`config.mk`:
```
export PLATFORM = sky130hd
export DESIGN_NAME = cbra_host
export DESIGN_NICKNAME = d
export VERILOG_FILES = /design/src/logic/cbra_pkg.sv /design/src/logic/cbra_res_if.sv /design/src/logic/cbra_resource.sv /design/src/logic/cbra_host.sv
export VERILOG_INCLUDE_DIRS = /design/src /design/src/logic
export SDC_FILE = /design/constraint.sdc
export NUM_CORES = 1
export LEC_CHECK = 0
export BUFFER_PORTS_ARGS = -buffer_cell sky130_fd_sc_hd__buf_4
export CAP_MARGIN = 5
export CORE_MARGIN = 2
export CORE_UTILIZATION = 34
export CTS_CLUSTER_SIZE = 25
export DETAILED_ROUTE_END_ITERATION = 7
export GPL_TIMING_DRIVEN = 0
export MAX_ROUTING_LAYER = met4
export PLACE_DENSITY_LB_ADDON = 0.25
export SLEW_MARGIN = 0
export SYNTH_ARGS = -nofsm -noshare
export SYNTH_HDL_FRONTEND = slang
export SYNTH_SLANG_ARGS = --single-unit
```
`constraint.sdc`:
```
create_clock -name clock -period 2.65 [get_ports clock]
set_input_delay 0.265 -clock clock [delete_from_list [all_inputs] [get_ports clock]]
set_output_delay 0.265 -clock clock [all_outputs]
set_load 0.02 [all_outputs]
```
`src/logic/cbra_cfg.svh`:
```
// Timing and encoding constants for the bus and resource controller
`ifndef CBRA_CFG_SVH
`define CBRA_CFG_SVH
`define CBRA_CLK_NS 40
`define CBRA_DS_MIN_NS 100
`define CBRA_DS_MIN_CYC ((`CBRA_DS_MIN_NS + `CBRA_CLK_NS - 1) / `CBRA_CLK_NS)
`define CBRA_AD_W 16
`define CBRA_ST_W 4
`define CBRA_ST_MEM_BIT 3
`define CBRA_ST_IDLE 4'h0
`define CBRA_CNT_W 3
`define CBRA_DLY_W 16
`endif

```
`src/logic/cbra_pkg.sv`:
```
// State types for the bus and resource controller
package cbra_pkg;
    typedef enum logic [3:0] {
        B_IDLE = 4'h0,
        B_ARB = 4'h1,
        B_ACQ = 4'h2,
        B_ADDR = 4'h3,
        B_LATCH = 4'h4,
        B_DATA = 4'h5,
        B_END = 4'h6,
        B_FLOAT = 4'h7,
        B_LEAVE = 4'h8
    } cbra_bus_type;
    typedef enum logic [1:0] {
        R_IDLE = 2'h0,
        R_CHECK = 2'h1,
        R_DELAY = 2'h2,
        R_TEST = 2'h3
    } cbra_res_type;
endpackage : cbra_pkg

```
`src/logic/cbra_res_if.sv`:
```
// Link between the bus controller and the resource requester
`timescale 1ns/1ns
`include "cbra_cfg.svh"
interface cbra_res_if;
    logic start;
    logic release_;
    logic [`CBRA_DLY_W-1:0] delay;
    logic busySync;
    logic grantSync;
    logic done;
    logic granted;
    logic busyFlag;
    logic requestLine;
    logic grantOut;
    modport ctrl (output start, release_, delay, busySync, grantSync,
        input done, granted, busyFlag, requestLine, grantOut);
    modport res (input start, release_, delay, busySync, grantSync,
        output done, granted, busyFlag, requestLine, grantOut);
endinterface : cbra_res_if

```
`src/logic/cbra_resource.sv`:
```
// Resource request sequencer: test, request, delay, test grant
`timescale 1ns/1ns
`include "cbra_cfg.svh"
module cbra_resource (
    // Clock and reset
    input wire logic clock,
    input wire logic rst_n,
    // Link to the controller
    cbra_res_if.res link
);
    cbra_pkg::cbra_res_type state;
    logic [`CBRA_DLY_W-1:0] count;

    always_ff @(posedge clock or negedge rst_n) begin
        if (!rst_n) begin
            state <= cbra_pkg::R_IDLE;
            count <= '0;
            link.requestLine <= 1'b0;
            link.granted <= 1'b0;
            link.busyFlag <= 1'b0;
            link.done <= 1'b0;
        end else begin
            link.done <= 1'b0;
            case (state)
                cbra_pkg::R_IDLE: begin
                    if (link.release_) begin
                        link.requestLine <= 1'b0;
                        link.granted <= 1'b0;
                    end else if (link.start) begin
                        state <= cbra_pkg::R_CHECK;
                    end
                end
                cbra_pkg::R_CHECK: begin
                    link.busyFlag <= link.busySync;
                    if (link.busySync) begin
                        link.done <= 1'b1;
                        state <= cbra_pkg::R_IDLE;
                    end else begin
                        link.requestLine <= 1'b1;
                        count <= link.delay;
                        state <= cbra_pkg::R_DELAY;
                    end
                end
                cbra_pkg::R_DELAY: begin
                    count <= count - 1'b1;
                    if (count == '0) begin
                        state <= cbra_pkg::R_TEST;
                    end
                end
                cbra_pkg::R_TEST: begin
                    link.granted <= link.grantSync;
                    link.requestLine <= link.grantSync;
                    link.done <= 1'b1;
                    state <= cbra_pkg::R_IDLE;
                end
                default: state <= cbra_pkg::R_IDLE;
            endcase
        end
    end

    // Chain member: pass the grant only while not requesting
    always_ff @(posedge clock or negedge rst_n) begin
        if (!rst_n) begin
            link.grantOut <= 1'b0;
        end else begin
            link.grantOut <= link.grantSync && !link.requestLine
                && state != cbra_pkg::R_CHECK;
        end
    end
endmodule : cbra_resource

```
`src/logic/cbra_host.sv`:
```
// Bus master and resource user facing the processor pins
`timescale 1ns/1ns
`include "cbra_cfg.svh"
// Operation
// - Sample resource busy first; if busy, abandon and flag busy.
// - If free, raise resource request and count down a 16-bit delay.
// - After delay, test chain grant; set success flag or drop request.
// - Arbitration grants only the highest-priority requestor via grant chain.
// - No default master; no user seizes a held or requested resource.
// - Sample shared bus request first; wait while it is active.
// - When idle, assert request, await grant-in, block grant-out, take bus.
// - Read data may be driven after data strobe falls; captured at rise.
// - Byte memory access: even address is high byte, odd is low.
// - I/O byte access: low address bit selects bus half.
// - Wait input low stretches the transaction until sampled high.
// - Hold bus request through transactions, float outputs, then release request.
module cbra_host (
    // Clock and reset
    input wire logic clock,
    input wire logic rst_n,
    // Transaction commands
    input wire logic cmdValid,
    output logic cmdReady,
    input wire logic cmdWrite,
    input wire logic cmdByte,
    input wire logic [`CBRA_ST_W-1:0] cmdType,
    input wire logic [`CBRA_AD_W-1:0] cmdAddr,
    input wire logic [`CBRA_AD_W-1:0] cmdWData,
    output logic rspValid,
    output logic [`CBRA_AD_W-1:0] rspRData,
    // Resource commands
    input wire logic resStart,
    input wire logic resRelease,
    input wire logic [`CBRA_DLY_W-1:0] resDelay,
    output logic resDone,
    output logic resGranted,
    output logic resBusy,
    // Bus request chain, open-drain request line
    input wire logic sharedBusRequestLineIn,
    output logic sharedBusRequestLineOut,
    output logic sharedBusRequestLineOe,
    input wire logic busGrantChainInN,
    output logic busGrantChainOutN,
    // Multiplexed bus and control while master
    input wire logic [`CBRA_AD_W-1:0] muxedAddrDataBusIn,
    output logic [`CBRA_AD_W-1:0] muxedAddrDataBusOut,
    output logic muxedAddrDataBusOe,
    output logic addressStrobeN,
    output logic dataStrobeN,
    output logic readWrite,
    output logic byteWord,
    output logic [`CBRA_ST_W-1:0] transactionTypeOut,
    output logic memoryCycleN,
    output logic controlOe,
    input wire logic waitN,
    // Resource chain
    input wire logic sharedResourceBusy,
    output logic resourceRequestLine,
    input wire logic resourceGrantIn,
    output logic resourceGrantOut
);
    function automatic logic isMemory(input logic [`CBRA_ST_W-1:0] code);
        isMemory = code[`CBRA_ST_MEM_BIT];
    endfunction : isMemory

    // Word memory accesses always go out on an even byte address
    function automatic logic [`CBRA_AD_W-1:0] alignAddr(input logic [`CBRA_AD_W-1:0] addr,
        input logic [`CBRA_ST_W-1:0] code, input logic isByte);
        alignAddr = {addr[`CBRA_AD_W-1:1], addr[0] && !(isMemory(code) && !isByte)};
    endfunction : alignAddr

    cbra_pkg::cbra_bus_type state;
    cbra_pkg::cbra_bus_type next_state;
    logic [4:0] syncA;
    logic [4:0] syncB;
    logic [`CBRA_AD_W-1:0] adSyncA;
    logic [`CBRA_AD_W-1:0] adSync;
    logic grantSyncN;
    logic brqIdle;
    logic waitSync;
    logic [`CBRA_CNT_W-1:0] dsCount;
    logic taken;
    logic dsDone;
    logic [`CBRA_AD_W-1:0] curAddr;
    logic [`CBRA_AD_W-1:0] curData;

    cbra_res_if resLink ();
    cbra_resource u_resource (
        .clock(clock),
        .rst_n(rst_n),
        .link(resLink.res)
    );

    assign grantSyncN = syncB[4];
    assign brqIdle = syncB[3];
    assign waitSync = syncB[2];
    assign resLink.busySync = syncB[1];
    assign resLink.grantSync = syncB[0];
    assign resLink.start = resStart;
    assign resLink.release_ = resRelease;
    assign resLink.delay = resDelay;
    assign resDone = resLink.done;
    assign resGranted = resLink.granted;
    assign resBusy = resLink.busyFlag;
    assign resourceRequestLine = resLink.requestLine;
    assign resourceGrantOut = resLink.grantOut;
    assign sharedBusRequestLineOut = 1'b0;
    assign taken = cmdValid && cmdReady;
    assign dsDone = waitSync && dsCount >= `CBRA_CNT_W'(`CBRA_DS_MIN_CYC - 1);

    // Pin synchronisers
    always_ff @(posedge clock or negedge rst_n) begin
        if (!rst_n) begin
            syncA <= 5'h1c;
            syncB <= 5'h1c;
            adSyncA <= '0;
            adSync <= '0;
        end else begin
            syncA <= {busGrantChainInN, sharedBusRequestLineIn, waitN,
                sharedResourceBusy, resourceGrantIn};
            syncB <= syncA;
            adSyncA <= muxedAddrDataBusIn;
            adSync <= adSyncA;
        end
    end

    always_comb begin
        next_state = state;
        case (state)
            cbra_pkg::B_IDLE: if (taken) next_state = cbra_pkg::B_ARB;
            cbra_pkg::B_ARB: if (brqIdle) next_state = cbra_pkg::B_ACQ;
            cbra_pkg::B_ACQ: if (!grantSyncN) next_state = cbra_pkg::B_ADDR;
            cbra_pkg::B_ADDR: next_state = cbra_pkg::B_LATCH;
            cbra_pkg::B_LATCH: next_state = cbra_pkg::B_DATA;
            cbra_pkg::B_DATA: if (dsDone) next_state = cbra_pkg::B_END;
            cbra_pkg::B_END: next_state = taken ? cbra_pkg::B_ADDR : cbra_pkg::B_FLOAT;
            cbra_pkg::B_FLOAT: next_state = cbra_pkg::B_LEAVE;
            cbra_pkg::B_LEAVE: next_state = cbra_pkg::B_IDLE;
            default: next_state = cbra_pkg::B_IDLE;
        endcase
    end

    always_ff @(posedge clock or negedge rst_n) begin
        if (!rst_n) begin
            state <= cbra_pkg::B_IDLE;
            cmdReady <= 1'b0;
        end else begin
            state <= next_state;
            cmdReady <= next_state == cbra_pkg::B_IDLE || next_state == cbra_pkg::B_END;
        end
    end

    // Command capture; word memory addresses forced even
    always_ff @(posedge clock or negedge rst_n) begin
        if (!rst_n) begin
            curAddr <= '0;
            curData <= '0;
            readWrite <= 1'b1;
            byteWord <= 1'b0;
            transactionTypeOut <= `CBRA_ST_IDLE;
            memoryCycleN <= 1'b1;
        end else if (taken) begin
            curAddr <= alignAddr(cmdAddr, cmdType, cmdByte);
            curData <= cmdByte ? {cmdWData[7:0], cmdWData[7:0]} : cmdWData;
            readWrite <= !cmdWrite;
            byteWord <= cmdByte;
            transactionTypeOut <= cmdType;
            memoryCycleN <= !isMemory(cmdType);
        end
    end

    // Bus request line and grant chain
    always_ff @(posedge clock or negedge rst_n) begin
        if (!rst_n) begin
            sharedBusRequestLineOe <= 1'b0;
            busGrantChainOutN <= 1'b1;
        end else begin
            sharedBusRequestLineOe <= (state == cbra_pkg::B_ARB && brqIdle)
                || (sharedBusRequestLineOe && state != cbra_pkg::B_LEAVE);
            busGrantChainOutN <= sharedBusRequestLineOe || grantSyncN;
        end
    end

    // Strobes and bus drive
    always_ff @(posedge clock or negedge rst_n) begin
        if (!rst_n) begin
            addressStrobeN <= 1'b1;
            dataStrobeN <= 1'b1;
            controlOe <= 1'b0;
            muxedAddrDataBusOe <= 1'b0;
            muxedAddrDataBusOut <= '0;
            dsCount <= '0;
        end else begin
            addressStrobeN <= next_state != cbra_pkg::B_ADDR;
            dataStrobeN <= next_state != cbra_pkg::B_DATA;
            controlOe <= next_state inside {cbra_pkg::B_ADDR, cbra_pkg::B_LATCH,
                cbra_pkg::B_DATA, cbra_pkg::B_END};
            dsCount <= (state == cbra_pkg::B_DATA) ? dsCount + 1'b1 : '0;
            if (next_state == cbra_pkg::B_ADDR) begin
                muxedAddrDataBusOe <= 1'b1;
                muxedAddrDataBusOut <= taken ? alignAddr(cmdAddr, cmdType, cmdByte) : curAddr;
            end else if (next_state == cbra_pkg::B_LATCH) begin
                muxedAddrDataBusOe <= !readWrite;
                muxedAddrDataBusOut <= curData;
            end else if (next_state != cbra_pkg::B_DATA && next_state != cbra_pkg::B_END) begin
                muxedAddrDataBusOe <= 1'b0;
            end
        end
    end

    // Read capture as the data strobe rises; byte lane by low address bit
    always_ff @(posedge clock or negedge rst_n) begin
        if (!rst_n) begin
            rspValid <= 1'b0;
            rspRData <= '0;
        end else begin
            rspValid <= state == cbra_pkg::B_DATA && dsDone;
            if (state == cbra_pkg::B_DATA && dsDone && readWrite) begin
                rspRData <= !byteWord ? adSync :
                    {8'h00, curAddr[0] ? adSync[7:0] : adSync[15:8]};
            end
        end
    end
endmodule : cbra_host

```
=== Yosys cells after proc, flatten, opt, wreduce, memory -nomap -nowiden ===
Index checks and enable logic that the tools add are counted.

* Register bits: 151
* Word-level logic and storage cells: 119
* Output and inout bits: 53
* Bits of input ports: 80

* Multiplexer cells: 29
* Add/subtract/negate cells: 2
* Equality and inequality tests: 24
* Reduce and logical (&&, ||, !) cells: 34
* $lt $le $gt $ge: 1

{| class="wikitable"
|+ Operators by type and width
! cell !! number
|-
| $mux W16 || 6
|-
| $pmux W16 S2 || 1
|-
| $pmux W4 S8 || 1
|-
| $eq A4 B3 Y1 const B || 7
|-
| $logic_not A16 Y1 || 1
|-
| $mux W4 || 4
|-
| $sub A16 B1 Y16 const B || 1
|-
| $eq A4 B2 Y1 const B || 3
|-
| $logic_and A1 B1 Y1 || 11
|-
| $logic_not A4 Y1 || 2
|-
| $mux W2 || 4
|-
| $mux W8 || 1
|-
| $ne A2 B2 Y1 const B || 4
|-
| $ne A4 B3 Y1 const B || 2
|-
| $pmux W2 S4 || 1
|-
| $logic_not A1 Y1 || 6
|-
| $mux W1 || 6
|-
| $mux W3 || 2
|-
| $reduce_and A3 Y1 || 2
|-
| $reduce_bool A2 Y1 || 3
|-
| $reduce_bool A3 Y1 || 2
|-
| $eq A2 B2 Y1 const B || 2
|-
| $eq A4 B1 Y1 const B || 1
|-
| $ne A2 B1 Y1 const B || 2
|-
| other kinds (11) || 15
|}

=== Longest topological paths before layout ===
Gate-level depths: netlist of the first run.

* Word-level depth: 9
* Mapped depth: 7
* Gate-level depth less buffers: 6

=== By module ===
A second synthesis of the first run with hierarchy kept.

* Cell total of the unflattened synthesis: 469
* Area, all modules: 6090.8 um^2

{| class="wikitable"
|+ By module, submodules not included
! module !! instances !! area an instance (um^2) !! cells each
|-
| cbra_host || 1 || 4828.4 || 339
|-
| cbra_resource || 1 || 1262.5 || 130
|}

=== Worst setup path before layout of the first run ===
OpenSTA, ideal clock, no wires.

* Path type: flip-flop to flip-flop
* From: register dsCount[0]
* To: register muxedAddrDataBusOut[10]
* Library setup time: 0.125 ns
* Cell stages (with the launch flop): 8
* Path buffers: 1
* Data required time: 2.525 ns
* Arrival: 1.909 ns
* Period minus slack after synthesis: 2.034 ns
* Setup slack: 0.616 ns
* Cell sequence: dfrtp_1 inv_1 ha_1 or3_4 and3_1 o221ai_4 buf_6 mux2_4

* Longest elaborated chain between the ends: 6
* Elaborated cells on any way between the ends: 8

{| class="wikitable"
|+ RTL lines
! what !! RTL line !! source
|-
| start, declared || cbra_host.sv:81 || <nowiki>logic [`CBRA_CNT_W-1:0] dsCount;</nowiki>
|-
| start signal, assigned || cbra_host.sv:198 || <nowiki>dsCount <= (state == cbra_pkg::B_DATA) ? dsCount + 1'b1 : '0;</nowiki>
|-
| $ge A3 B2 Y1 (*) || cbra_host.sv:109 || <nowiki>assign dsDone = waitSync && dsCount >= `CBRA_CNT_W'(`CBRA_DS_MIN_CYC - 1);</nowiki>
|-
| $logic_and A1 B1 Y1 (*) || cbra_host.sv:109 ||
|-
| $mux W4 (*) || cbra_host.sv:135 || <nowiki>cbra_pkg::B_DATA: if (dsDone) next_state = cbra_pkg::B_END;</nowiki>
|-
| $pmux W4 S8 (*) || cbra_host.sv:129 || <nowiki>case (state)</nowiki>
|-
| $eq A4 B2 Y1 or $eq A4 B3 Y1 (tied branches) || cbra_host.sv:199, cbra_host.sv:202 ||
|-
| $mux W16 or $reduce_bool A2 Y1 (tied branches) || - ||
|-
| end signal, assigned || cbra_host.sv:201 || <nowiki>muxedAddrDataBusOut <= taken ? alignAddr(cmdAddr, cmdType, cmdByte) : curAddr;</nowiki>
|-
| end signal, assigned || cbra_host.sv:204 || <nowiki>muxedAddrDataBusOut <= curData;</nowiki>
|-
| end, declared || cbra_host.sv:46 || <nowiki>output logic [`CBRA_AD_W-1:0] muxedAddrDataBusOut,</nowiki>
|}

Mark *: on every way between the ends. The rest lies on a longest branch, timed or not.
A chain may end at the register's enable or synchronous reset.

=== Final worst setup path of the first run ===
* From: register dsCount[0]
* To: register muxedAddrDataBusOut[15]

The elaborated chain is that of the path after synthesis.

==> results.cfg, run 1 <==
[status]
status = finished, final reports clean

[synthesis]
ys_seq_area_share_pct = 61.9
synth-seq-cells = 151
synth_fp_nets = 562
async_reset_ff_share_pct = 100
syn_avg_cell_area_um2 = 12.8
yosysUniqueCellTypes = 52
synth_top_area_share_pct = 57.2
synthTopCellsByArea = dfrtp_1 (57%), mux2_2 (10%), dfstp_2 (4.7%), mux2i_1 (3.8%), nand2_1 (3.1%)
yosys.area.top_type = dfrtp_1
synth_warnings = 0
synth-edff-count = 0
ys.flop_type = dfrtp_1
synth_area_um2 = 6120
syn_inst = 479

[final_layout]
fill_cells = 1647
nets = 735
stdcell_count = 894
synthToLayoutAreaGrowth_pct = 33.8
antenna_cells = 0
drive_gt1_share_pct = 38.0
fin_util_pct = 45.9
most-common-layout-cells = dfrtp_1 (140), buf_4 (133), mux2_2 (55)
final_common_cell = dfrtp_1

[setup_path]
crit_type = reg -> reg
worst_setup_path_end_kind = register
cp-start-kind = register
slowest_delay_ns = 0.44
worst_ep_arrival_time_ns = 2.61
path_max_fanout = 10
cp_cell_sequence = inv_1 -> ha_1 -> or3_4 -> and3_1 -> o221ai_4 -> buf_6 -> mux2_4
worstPathRequired_ns = 2.96
crit_path_top_delay_cell = o221ai_4

[floorplan]
start_util_pct = 34.3
core_um2 = 17800
rows = 49
fp.dieW_um = 138
die_h_um = 138
die-area_um2 = 19100
io_pins = 133

[sta]
fin_worst_skew_ns = 0.00815
rsz0062_at_grt = no
setup_tns_ns = 0
whs_ns = 0.0324
relSlewSlack_pct = 37.1
fin_crit_sh_pct = 86.8
period_minus_slack_ns = 2.30
tightest_slew_ns = 0.936
max_freq_mhz = 435
final_max_slew_viol_count = 0
final-hold-violation-count = 0
finalSetupViolCount = 0

[route]
via_count = 4339
via_per_inst = 4.85
ant_nets = 0
drcViolationCount = 0
drtIter0Drc = 207
wl_per_cell_um = 15.9
drt-total-wl_um = 14200
firstDrtPassIters = 5

[placed_design]
dp.cells = 839
dp_hpwl_um = 9920
gp_congestion = 0.824
numPortBuffers = 130

[clock_network]
cts.htree.levels = 4
insertion_delay_ns = 0.42
cts_buffers = 17
cts_root_buffer = clkbuf_16
cts.path.max_buffers = 2
post_cts_buffers = 0
cts_tree = done
clk_pin_slew_ns = 0.06
cts_sinks = 151
cts_resized = 0

[grt]
antenna_found_initial = 0
grt_max_degree = 79
grt_pass1_wl_um = 23000
overflow = 0
grtUsageTotal_pct = 15.7
grt_pass1_vias = 4439

[power]
p_comb_share_pct = 33.7
seqPwrFrac_pct = 40.2
ir_drop_v = 0.000641
leakage_nw = 3.75
swShare_pct = 33.7
p_switching_mw = 2.89
p_int_mw = 5.67
pwr-share-clk_pct = 26.2
p_per_area_nw_per_um2 = 1050

[min_path]
hold_path_class = in -> reg

[job]
cap_viol_max_count = 0
## state kept, by name (all words and copies together), names as in the netlist, 3 cells and up, named ones only
register,flops
adSync,16
adSyncA,16
curAddr,16
curData,16
dsCount,3
muxedAddrDataBusOut,16
rspRData,16
state,4
syncA,5
syncB,5
transactionTypeOut,4
u_resource.count,16
## synthesized netlist by cell type (all sizes together) (2+ instances only)
library cell  count
a221o             4
nor4              5
ha                3
dfstp            11
and2              2
mux2             62
nand3             7
nand3b            4
nand4             4
a21oi            11
o21ai            34
nor4b             2
inv               8
nor2             20
nor3b             6
o21bai            2
clkbuf           13
mux2i            23
o211ai            2
nor3              5
buf              10
dfrtp           140
and3              4
xnor2             3
a31oi             2
or3b              2
nor2b             5
nand2b           14
xor2              5
nand2            51
## cells by family (layout without fill, tap and decap cells)
| group | after synthesis | count (layout) | share of synthesized area (%) |
|---|---|---|---|
| DFF | 151 | 151 | 61.9 |
| buffers and inverters | 31 | 217 | 2.33 |
| other | 1 | 1 | 0.0613 |
| AOI/OAI and AO/OA | 66 | 66 | 6.91 |
| adders and majority gates | 3 | 3 | 0.613 |
| xor gates and xnor gates | 8 | 8 | 1.14 |
| and+or+nand+nor | 134 | 134 | 11.4 |
| muxes | 85 | 85 | 15.6 |
## metal layers
metal / global-route usage (%) / up-vias / wire length (um)
met3: 4.26 / 14 / 598
met1: 19.4 / 2190 / 6300
met2: 25.2 / 117 / 7190
met5: - / - / 0
li1: - / 2018 / -
met4: 4.83 / 0 / 157
## area by class of cell
class                   instances  area, um^2  share of cell area (%)
well taps                     229         287                    3.50
clock inverters                15         118                    1.44
repair buffers                154        1240                    15.1
inverters                       8        30.0                   0.367
multi-input cells             297        2190                    26.7
flip-flops and latches        151        3790                    46.3
clock buffers                  17         425                    5.19
plain buffers                  23         113                    1.38
## per-stage QoR
stage	cell area, um^2	total power [mW]	setup WS (ns)
6_report	8190	8.56	0.350
5_1_grt	8190	9.08	0.212
4_1_cts	8190	8.67	0.282
3_5_place_dp	7420	6.36	0.289
3_3_place_gp	7380	6.25	0.331
2_1_floorplan	6120	5.34	0.616
## worst paths after layout
kind                                   from                       to  slack [ns]  cells after the start
worst max-delay path             dsCount[0]  muxedAddrDataBusOut[15]        0.35                      7
worst min-delay path             cmdType[3]             memoryCycleN        0.03                      2
worst max register to register   dsCount[0]  muxedAddrDataBusOut[15]        0.35                      7
worst min register to register  adSyncA[15]               adSync[15]        0.34                      0
max in group asynchronous             rst_n     u_resource.count[12]        1.38                      3
min in group asynchronous             rst_n              curAddr[13]        0.45                      2
## worst max-delay path: cells and delay by family (launching register included)
kind / cells / cell delay [ns]
and+or+nand+nor: 2 / 0.58
muxes: 1 / 0.31
AOI/OAI and AO/OA: 1 / 0.44
buffers and inverters: 2 / 0.31
DFF: 1 / 0.37
adders and majority gates: 1 / 0.18
## power groups by stage
stage / clock (mW) / sequential, mW / combinational [mW]
5_1_grt: 2.41 / 3.53 / 3.13
4_1_cts: 2.30 / 3.45 / 2.92
3_3_place_gp: 0 / 3.45 / 2.80
2_1_floorplan: 0 / 3.66 / 1.68
6_report: 2.24 / 3.44 / 2.88
3_5_place_dp: 0 / 3.48 / 2.88
## what timing repair did
item / 4_1_cts / 5_1_grt
setup endpoints to repair: 0 / 0
hold buffers: 23 / 0
hold endpoints to repair: 91 / 0
No activity file was read; power rests on OpenSTA's default activity.
==> inputs of run 2 (changes only) <==
- ABC_AREA: default -> 1
- CAP_MARGIN: 5 -> default
==> results.cfg, run 2 <==
[status]
status = finished, final reports clean

[synthesis]
synth_fp_nets = 750
ys_seq_area_share_pct = 59.4
ys.flop_type = dfrtp_1
synth.most_common_cell = nand2_1
syn_avg_cell_area_um2 = 9.57
synth_area_um2 = 6380
synth_common_cells = nand2_1 (141), dfrtp_1 (140), inv_1 (75)
yosys.area.top_type = dfrtp_1
synth_warnings = 0
synthTopCellsByArea = dfrtp_1 (55%), nand2_1 (8.3%), o21ai_0 (5.3%), nand3_1 (4.9%), dfstp_2 (4.5%)
synth_top_area_share_pct = 54.9
yosysUniqueCellTypes = 40
synth-edff-count = 0
syn_inst = 667
synth-seq-cells = 151
async_reset_ff_share_pct = 100

[job]
cap_viol_max_count = 0

[power]
p_switching_mw = 3.53
ir_drop_v = 0.000498
p_comb_share_pct = 36.7
pwr-share-clk_pct = 26.0
p_per_area_nw_per_um2 = 1080
power_mw = 9.18
seqPwrFrac_pct = 37.3
p_int_mw = 5.65
leakage_nw = 4.21
swShare_pct = 38.5

[grt]
grt-busiest-layer = met2
use_met2_pct = 26.4
grt_use_met1_pct = 21.7
antenna_found_initial = 0
overflow = 0
grtUsageMet3_pct = 3.80
grt_max_degree = 80
grt_pass1_wl_um = 25600
grt_pass1_vias = 5060
grtUsageTotal_pct = 17.0

[sta]
period_minus_slack_ns = 2.01
setup_tns_ns = 0
relSlewSlack_pct = 55.6
rsz0062_at_grt = no
tightest_slew_ns = 0.666
whs_ns = 0.0369
final-hold-violation-count = 0
fin_crit_sh_pct = 75.8
final_max_slew_viol_count = 0
max_freq_mhz = 498
setup_slack_ns = 0.641
fin_worst_skew_ns = 0.00844
finalSetupViolCount = 0

[setup_path]
reg2reg_depth = 8
critical_path.startpoint = cmdReady
rr_endpoint = curData[10]
path_max_fanout = 10
crit_path_top_delay_cell = clkbuf_1
r2r_start = cmdReady
crit_type = reg -> reg
worst_setup_path_end_kind = register
worstPathRequired_ns = 2.99
endpoint = curData[10]
cp-start-kind = register
slowest_delay_ns = 0.44
path_common_cell = o21ai_0
cp_cell_sequence = nand2_1 -> inv_1 -> clkbuf_1 -> clkbuf_1 -> nand2_1 -> o21ai_0 -> o21ai_0 -> o21ai_0
worst_ep_arrival_time_ns = 2.35
reg2reg_setup_slack_ns = 0.64

[clock_network]
cts_root_buffer = clkbuf_16
cts_buffers = 17
cts.htree.levels = 4
clk_pin_slew_ns = 0.07
post_cts_buffers = 0
cts.path.max_buffers = 2
cts_sinks = 151
cts_tree = done
insertion_delay_ns = 0.43

[route]
wl_per_cell_um = 14.3
via_per_inst = 4.59
drcViolationCount = 0
ant_nets = 0
via_count = 4990
drt-total-wl_um = 15500
firstDrtPassIters = 6
drtIter0Drc = 257

[placed_design]
dp_hpwl_um = 11200
dpl_cell_area_um2 = 7690
gp_congestion = 0.843
place_ws_ns = 0.626
numPortBuffers = 131
dp.cells = 1033

[final_layout]
final_common_cell = nand2_1
stdcell_count = 1088
antenna_cells = 0
synthToLayoutAreaGrowth_pct = 33.2
fin_util_pct = 45.8
most-common-layout-cells = nand2_1 (141), dfrtp_1 (140), buf_4 (134)
drive_gt1_share_pct = 26.7
final_design_area_no_fill_um2 = 8500
nets = 924

[floorplan]
io_pins = 133
start_util_pct = 34.4
die-area_um2 = 19900
rows = 50
die_h_um = 141
core_um2 = 18600
fp.dieW_um = 141

[min_path]
hold_path_class = in -> reg
[run 2: cell count changes after synthesis, moves of 23 or more]
cell     previous run  this run
nand2_1            51       141
mux2_2             55         0
nor2_1             20        43
nand3_1             7        63
inv_1               8        75
mux2i_1            23         0
o21ai_0            34        67
[run 2: cells by family after synthesis]
logic type,after synthesis,share of synthesized area (%)
xor gates and xnor gates,7,0.960
and+or+nand+nor,293,22.5
DFF,151,59.4
adders and majority gates,3,0.588
buffers and inverters,106,7.00
AOI/OAI and AO/OA,106,9.54
other,1,0.0587
[run 2: how the worst min path moves through the flow]
stage | from | endpoint | slack (ns) | cells past startpoint
floorplan | rst_n | async pin | -0.03 | 0
global placement | adSyncA[15] | adSync[15] | 0.33 | 0
detailed placement | rst_n | rspValid | 0.32 | 1
CTS | cmdType[3] | memoryCycleN | 0.02 | 2
global route | cmdType[2] | transactionTypeOut[2] | 0.04 | 3
finish | cmdType[3] | memoryCycleN | 0.04 | 2
[run 2: layer usage]
metal,wire [um],up-vias
met5,0,-
met3,672,23
met2,7370,140
li1,-,2500
met4,306,0
met1,7200,2327
[run 2: final cells by class]
cell class,instances,area (um^2)
buffer,26,146
fill,1773,10100
tap,234,293
sequential,151,3790
multi-input combinational,410,2150
inverter,80,300
clock buffer,18,429
clock inverter,14,150
timing repair buffer,155,1240
[run 2: power groups by stage]
stage               sequential [mW]  combinational, mW  clock [mW]
floorplan                      3.67               1.96           0
global placement               3.45               3.31           0
detailed placement             3.46               3.36           0
CTS                            3.43               3.41        2.46
global route                   3.51               3.77        2.56
finish                         3.42               3.37        2.39
[run 2: repair_timing]
| item | in CTS | in global routing |
|---|---|---|
| resized for setup | 0 | 0 |
| hold endpoints to repair | 86 | 0 |
| hold buffers | 23 | 0 |
[run 2: worst max-delay path: cells and delay by family, from the launching register on]
family	cells	cell delay (ns)
buf+inv	3	0.96
compound gates	3	0.29
simple gates	2	0.27
flops	1	0.39
==> inputs of run 3 (changes only) <==
- clock period: 2.65 -> 1.69 ns (I/O delays scaled with it)
==> results.cfg, run 3 (synthesis gave the netlist of run 2 again) <==
[setup_path]
reg2reg_setup_slack_ns = -0.04
endpoint = muxedAddrDataBusOut[13]
worstPathRequired_ns = 2.06
cp_cell_sequence = inv_1 -> ha_2 -> inv_2 -> nand2_4 -> nand2_4 -> nor2_8 -> nor2_4 -> nor2_8 -> nand2_8 -> clkbuf_16 -> nand2_4 -> nand3_2 -> nand2_1
worst_ep_arrival_time_ns = 2.09
r2r_start = dsCount[0]
crit_type = reg -> reg
crit_path_top_delay_cell = dfrtp_1
critical_path.startpoint = dsCount[0]
path_max_fanout = 8
cp.buffers_inverters = 3
path_common_cell = nand2_4
path_depth = 13
rr_endpoint = muxedAddrDataBusOut[13]
cp-start-kind = register
worst_setup_path_end_kind = register
slowest_delay_ns = 0.38
cp_top_family = simple AND/OR/NAND/NOR gates
reg2reg_depth = 13

[clock_network]
cts_sinks = 151
clk_pin_slew_ns = 0.07
cts_buffers = 17
insertion_delay_ns = 0.43
cts.path.max_buffers = 2
cts.htree.levels = 4
cts_root_buffer = clkbuf_16
cts_tree = done

[power]
p_comb_share_pct = 39.4
p_per_area_nw_per_um2 = 1660
swShare_pct = 38.6
leakage_nw = 4.46
seqPwrFrac_pct = 35.7
power_mw = 15.1
p_int_mw = 9.27
ir_drop_v = 0.000783
p_switching_mw = 5.83
pwr-share-clk_pct = 24.8

[grt]
grtUsageTotal_pct = 17.4
overflow = 0
grt_pass1_wl_um = 26400
grt_max_degree = 80
antenna_found_initial = 0
grt_pass1_vias = 5227

[placed_design]
dp_hpwl_um = 11200
numPortBuffers = 131
dp.cells = 1033
gp_congestion = 0.843
place_ws_ns = -0.334

[route]
via_per_inst = 4.64
via_count = 5218
ant_nets = 0
drcViolationCount = 0
wl_per_cell_um = 14.6
firstDrtPassIters = 4
drtIter0Drc = 258
drt-total-wl_um = 16400

[sta]
tightest_slew_ns = 0.666
whs_ns = -0.0130
relSlewSlack_pct = 55.6
setup_slack_ns = -0.0350
fin_crit_sh_pct = 102
max_freq_mhz = 580
rsz0062_at_grt = yes
final_max_slew_viol_count = 0
finalSetupViolCount = 11
fin_worst_skew_ns = 0.00881
period_minus_slack_ns = 1.73
final-hold-violation-count = 1

[min_path]
hold_path_class = in -> reg

[job]
cap_viol_max_count = 0

[final_layout]
stdcell_count = 1124
fin_util_pct = 48.9
final_common_cell = buf_4
drive_gt1_share_pct = 33.8
antenna_cells = 0
synthToLayoutAreaGrowth_pct = 42.3
nets = 960
most-common-layout-cells = buf_4 (142), dfrtp_1 (135), nand2_1 (116)

[floorplan]
io_pins = 133
core_um2 = 18600
rows = 50
die_h_um = 141
fp.dieW_um = 141
die-area_um2 = 19900
start_util_pct = 34.4

[status]
status = complete, but fails checks
violations = hold timing, setup timing
==> run 3: cell count changes in the layout (fill, tap and decap cells not counted), sizes merged <==
cell	before	now
buf	141	156
clkinvlp	0	1
dlygate4sd3	23	44
inv	89	88
==> run 3: final cells by class <==
cell class	instances	area [um^2]
well taps	234	293
inverters	80	304
clock inverters	14	150
multi-input cells	410	2310
clock buffers	18	429
fillers	1717	9490
plain buffers	24	178
flip-flops and latches	151	3800
repair buffers	193	1620
==> run 3: what timing repair did <==
action / in CTS / in global routing
endpoints found under the hold margin: 108 / 0
gates cloned: 1 / 2
resized for setup: 31 / 68
hold buffers: 44 / 0
buffers inserted: 10 / 5
pin swaps: 9 / 11
setup endpoints to repair: 73 / 66
==> run 3: worst min path at each step <==
stage	startpoint	to	slack, ns	depth (start not counted)
after detailed placement	rst_n	rspValid	0.23	1
after global placement	busGrantChainInN	syncA[4]	0.28	1
after floorplan	rst_n	async pin	-0.13	0
after global routing	cmdAddr[10]	curAddr[10]	0.003	3
after CTS	cmdAddr[13]	curAddr[13]	0.0002	3
final	cmdAddr[11]	curAddr[11]	-0.01	3
==> run 3: tightest hold or removal path: cells and delay by family <==
kind            cells  cell delay [ns]
compound gates      1             0.08
buf+inv             2             0.13
==> run 3: power by group through the flow <==
stage          registers, mW  logic [mW]  clock network (mW)
5_1_grt                 5.53        6.59                4.01
3_5_place_dp            5.43        5.27                   0
4_1_cts                 5.38        5.71                3.85
2_1_floorplan           5.76        3.07                   0
6_report                5.40        5.95                3.75
3_3_place_gp            5.41        5.18                   0
==> run 3: per-stage QoR <==
step / area [um^2] / hold slack [ns] / TNS (ns)
after floorplan: 6380 / -0.127 / 0
after global placement: 7660 / 0.278 / -56.09
after detailed placement: 7690 / 0.228 / -8.75
after CTS: 8910 / 0.000182 / -0.541
after global routing: 9090 / 0.00279 / -2.55
final: 9090 / -0.0130 / -0.199
==> run 3: layer usage <==
metal	GRT usage (%)	vias up	wire, um
met5	-	-	0
met4	7.16	0	382
met3	3.84	32	742
met2	27.1	163	7860
met1	22.2	2452	7400
li1	-	2571	-
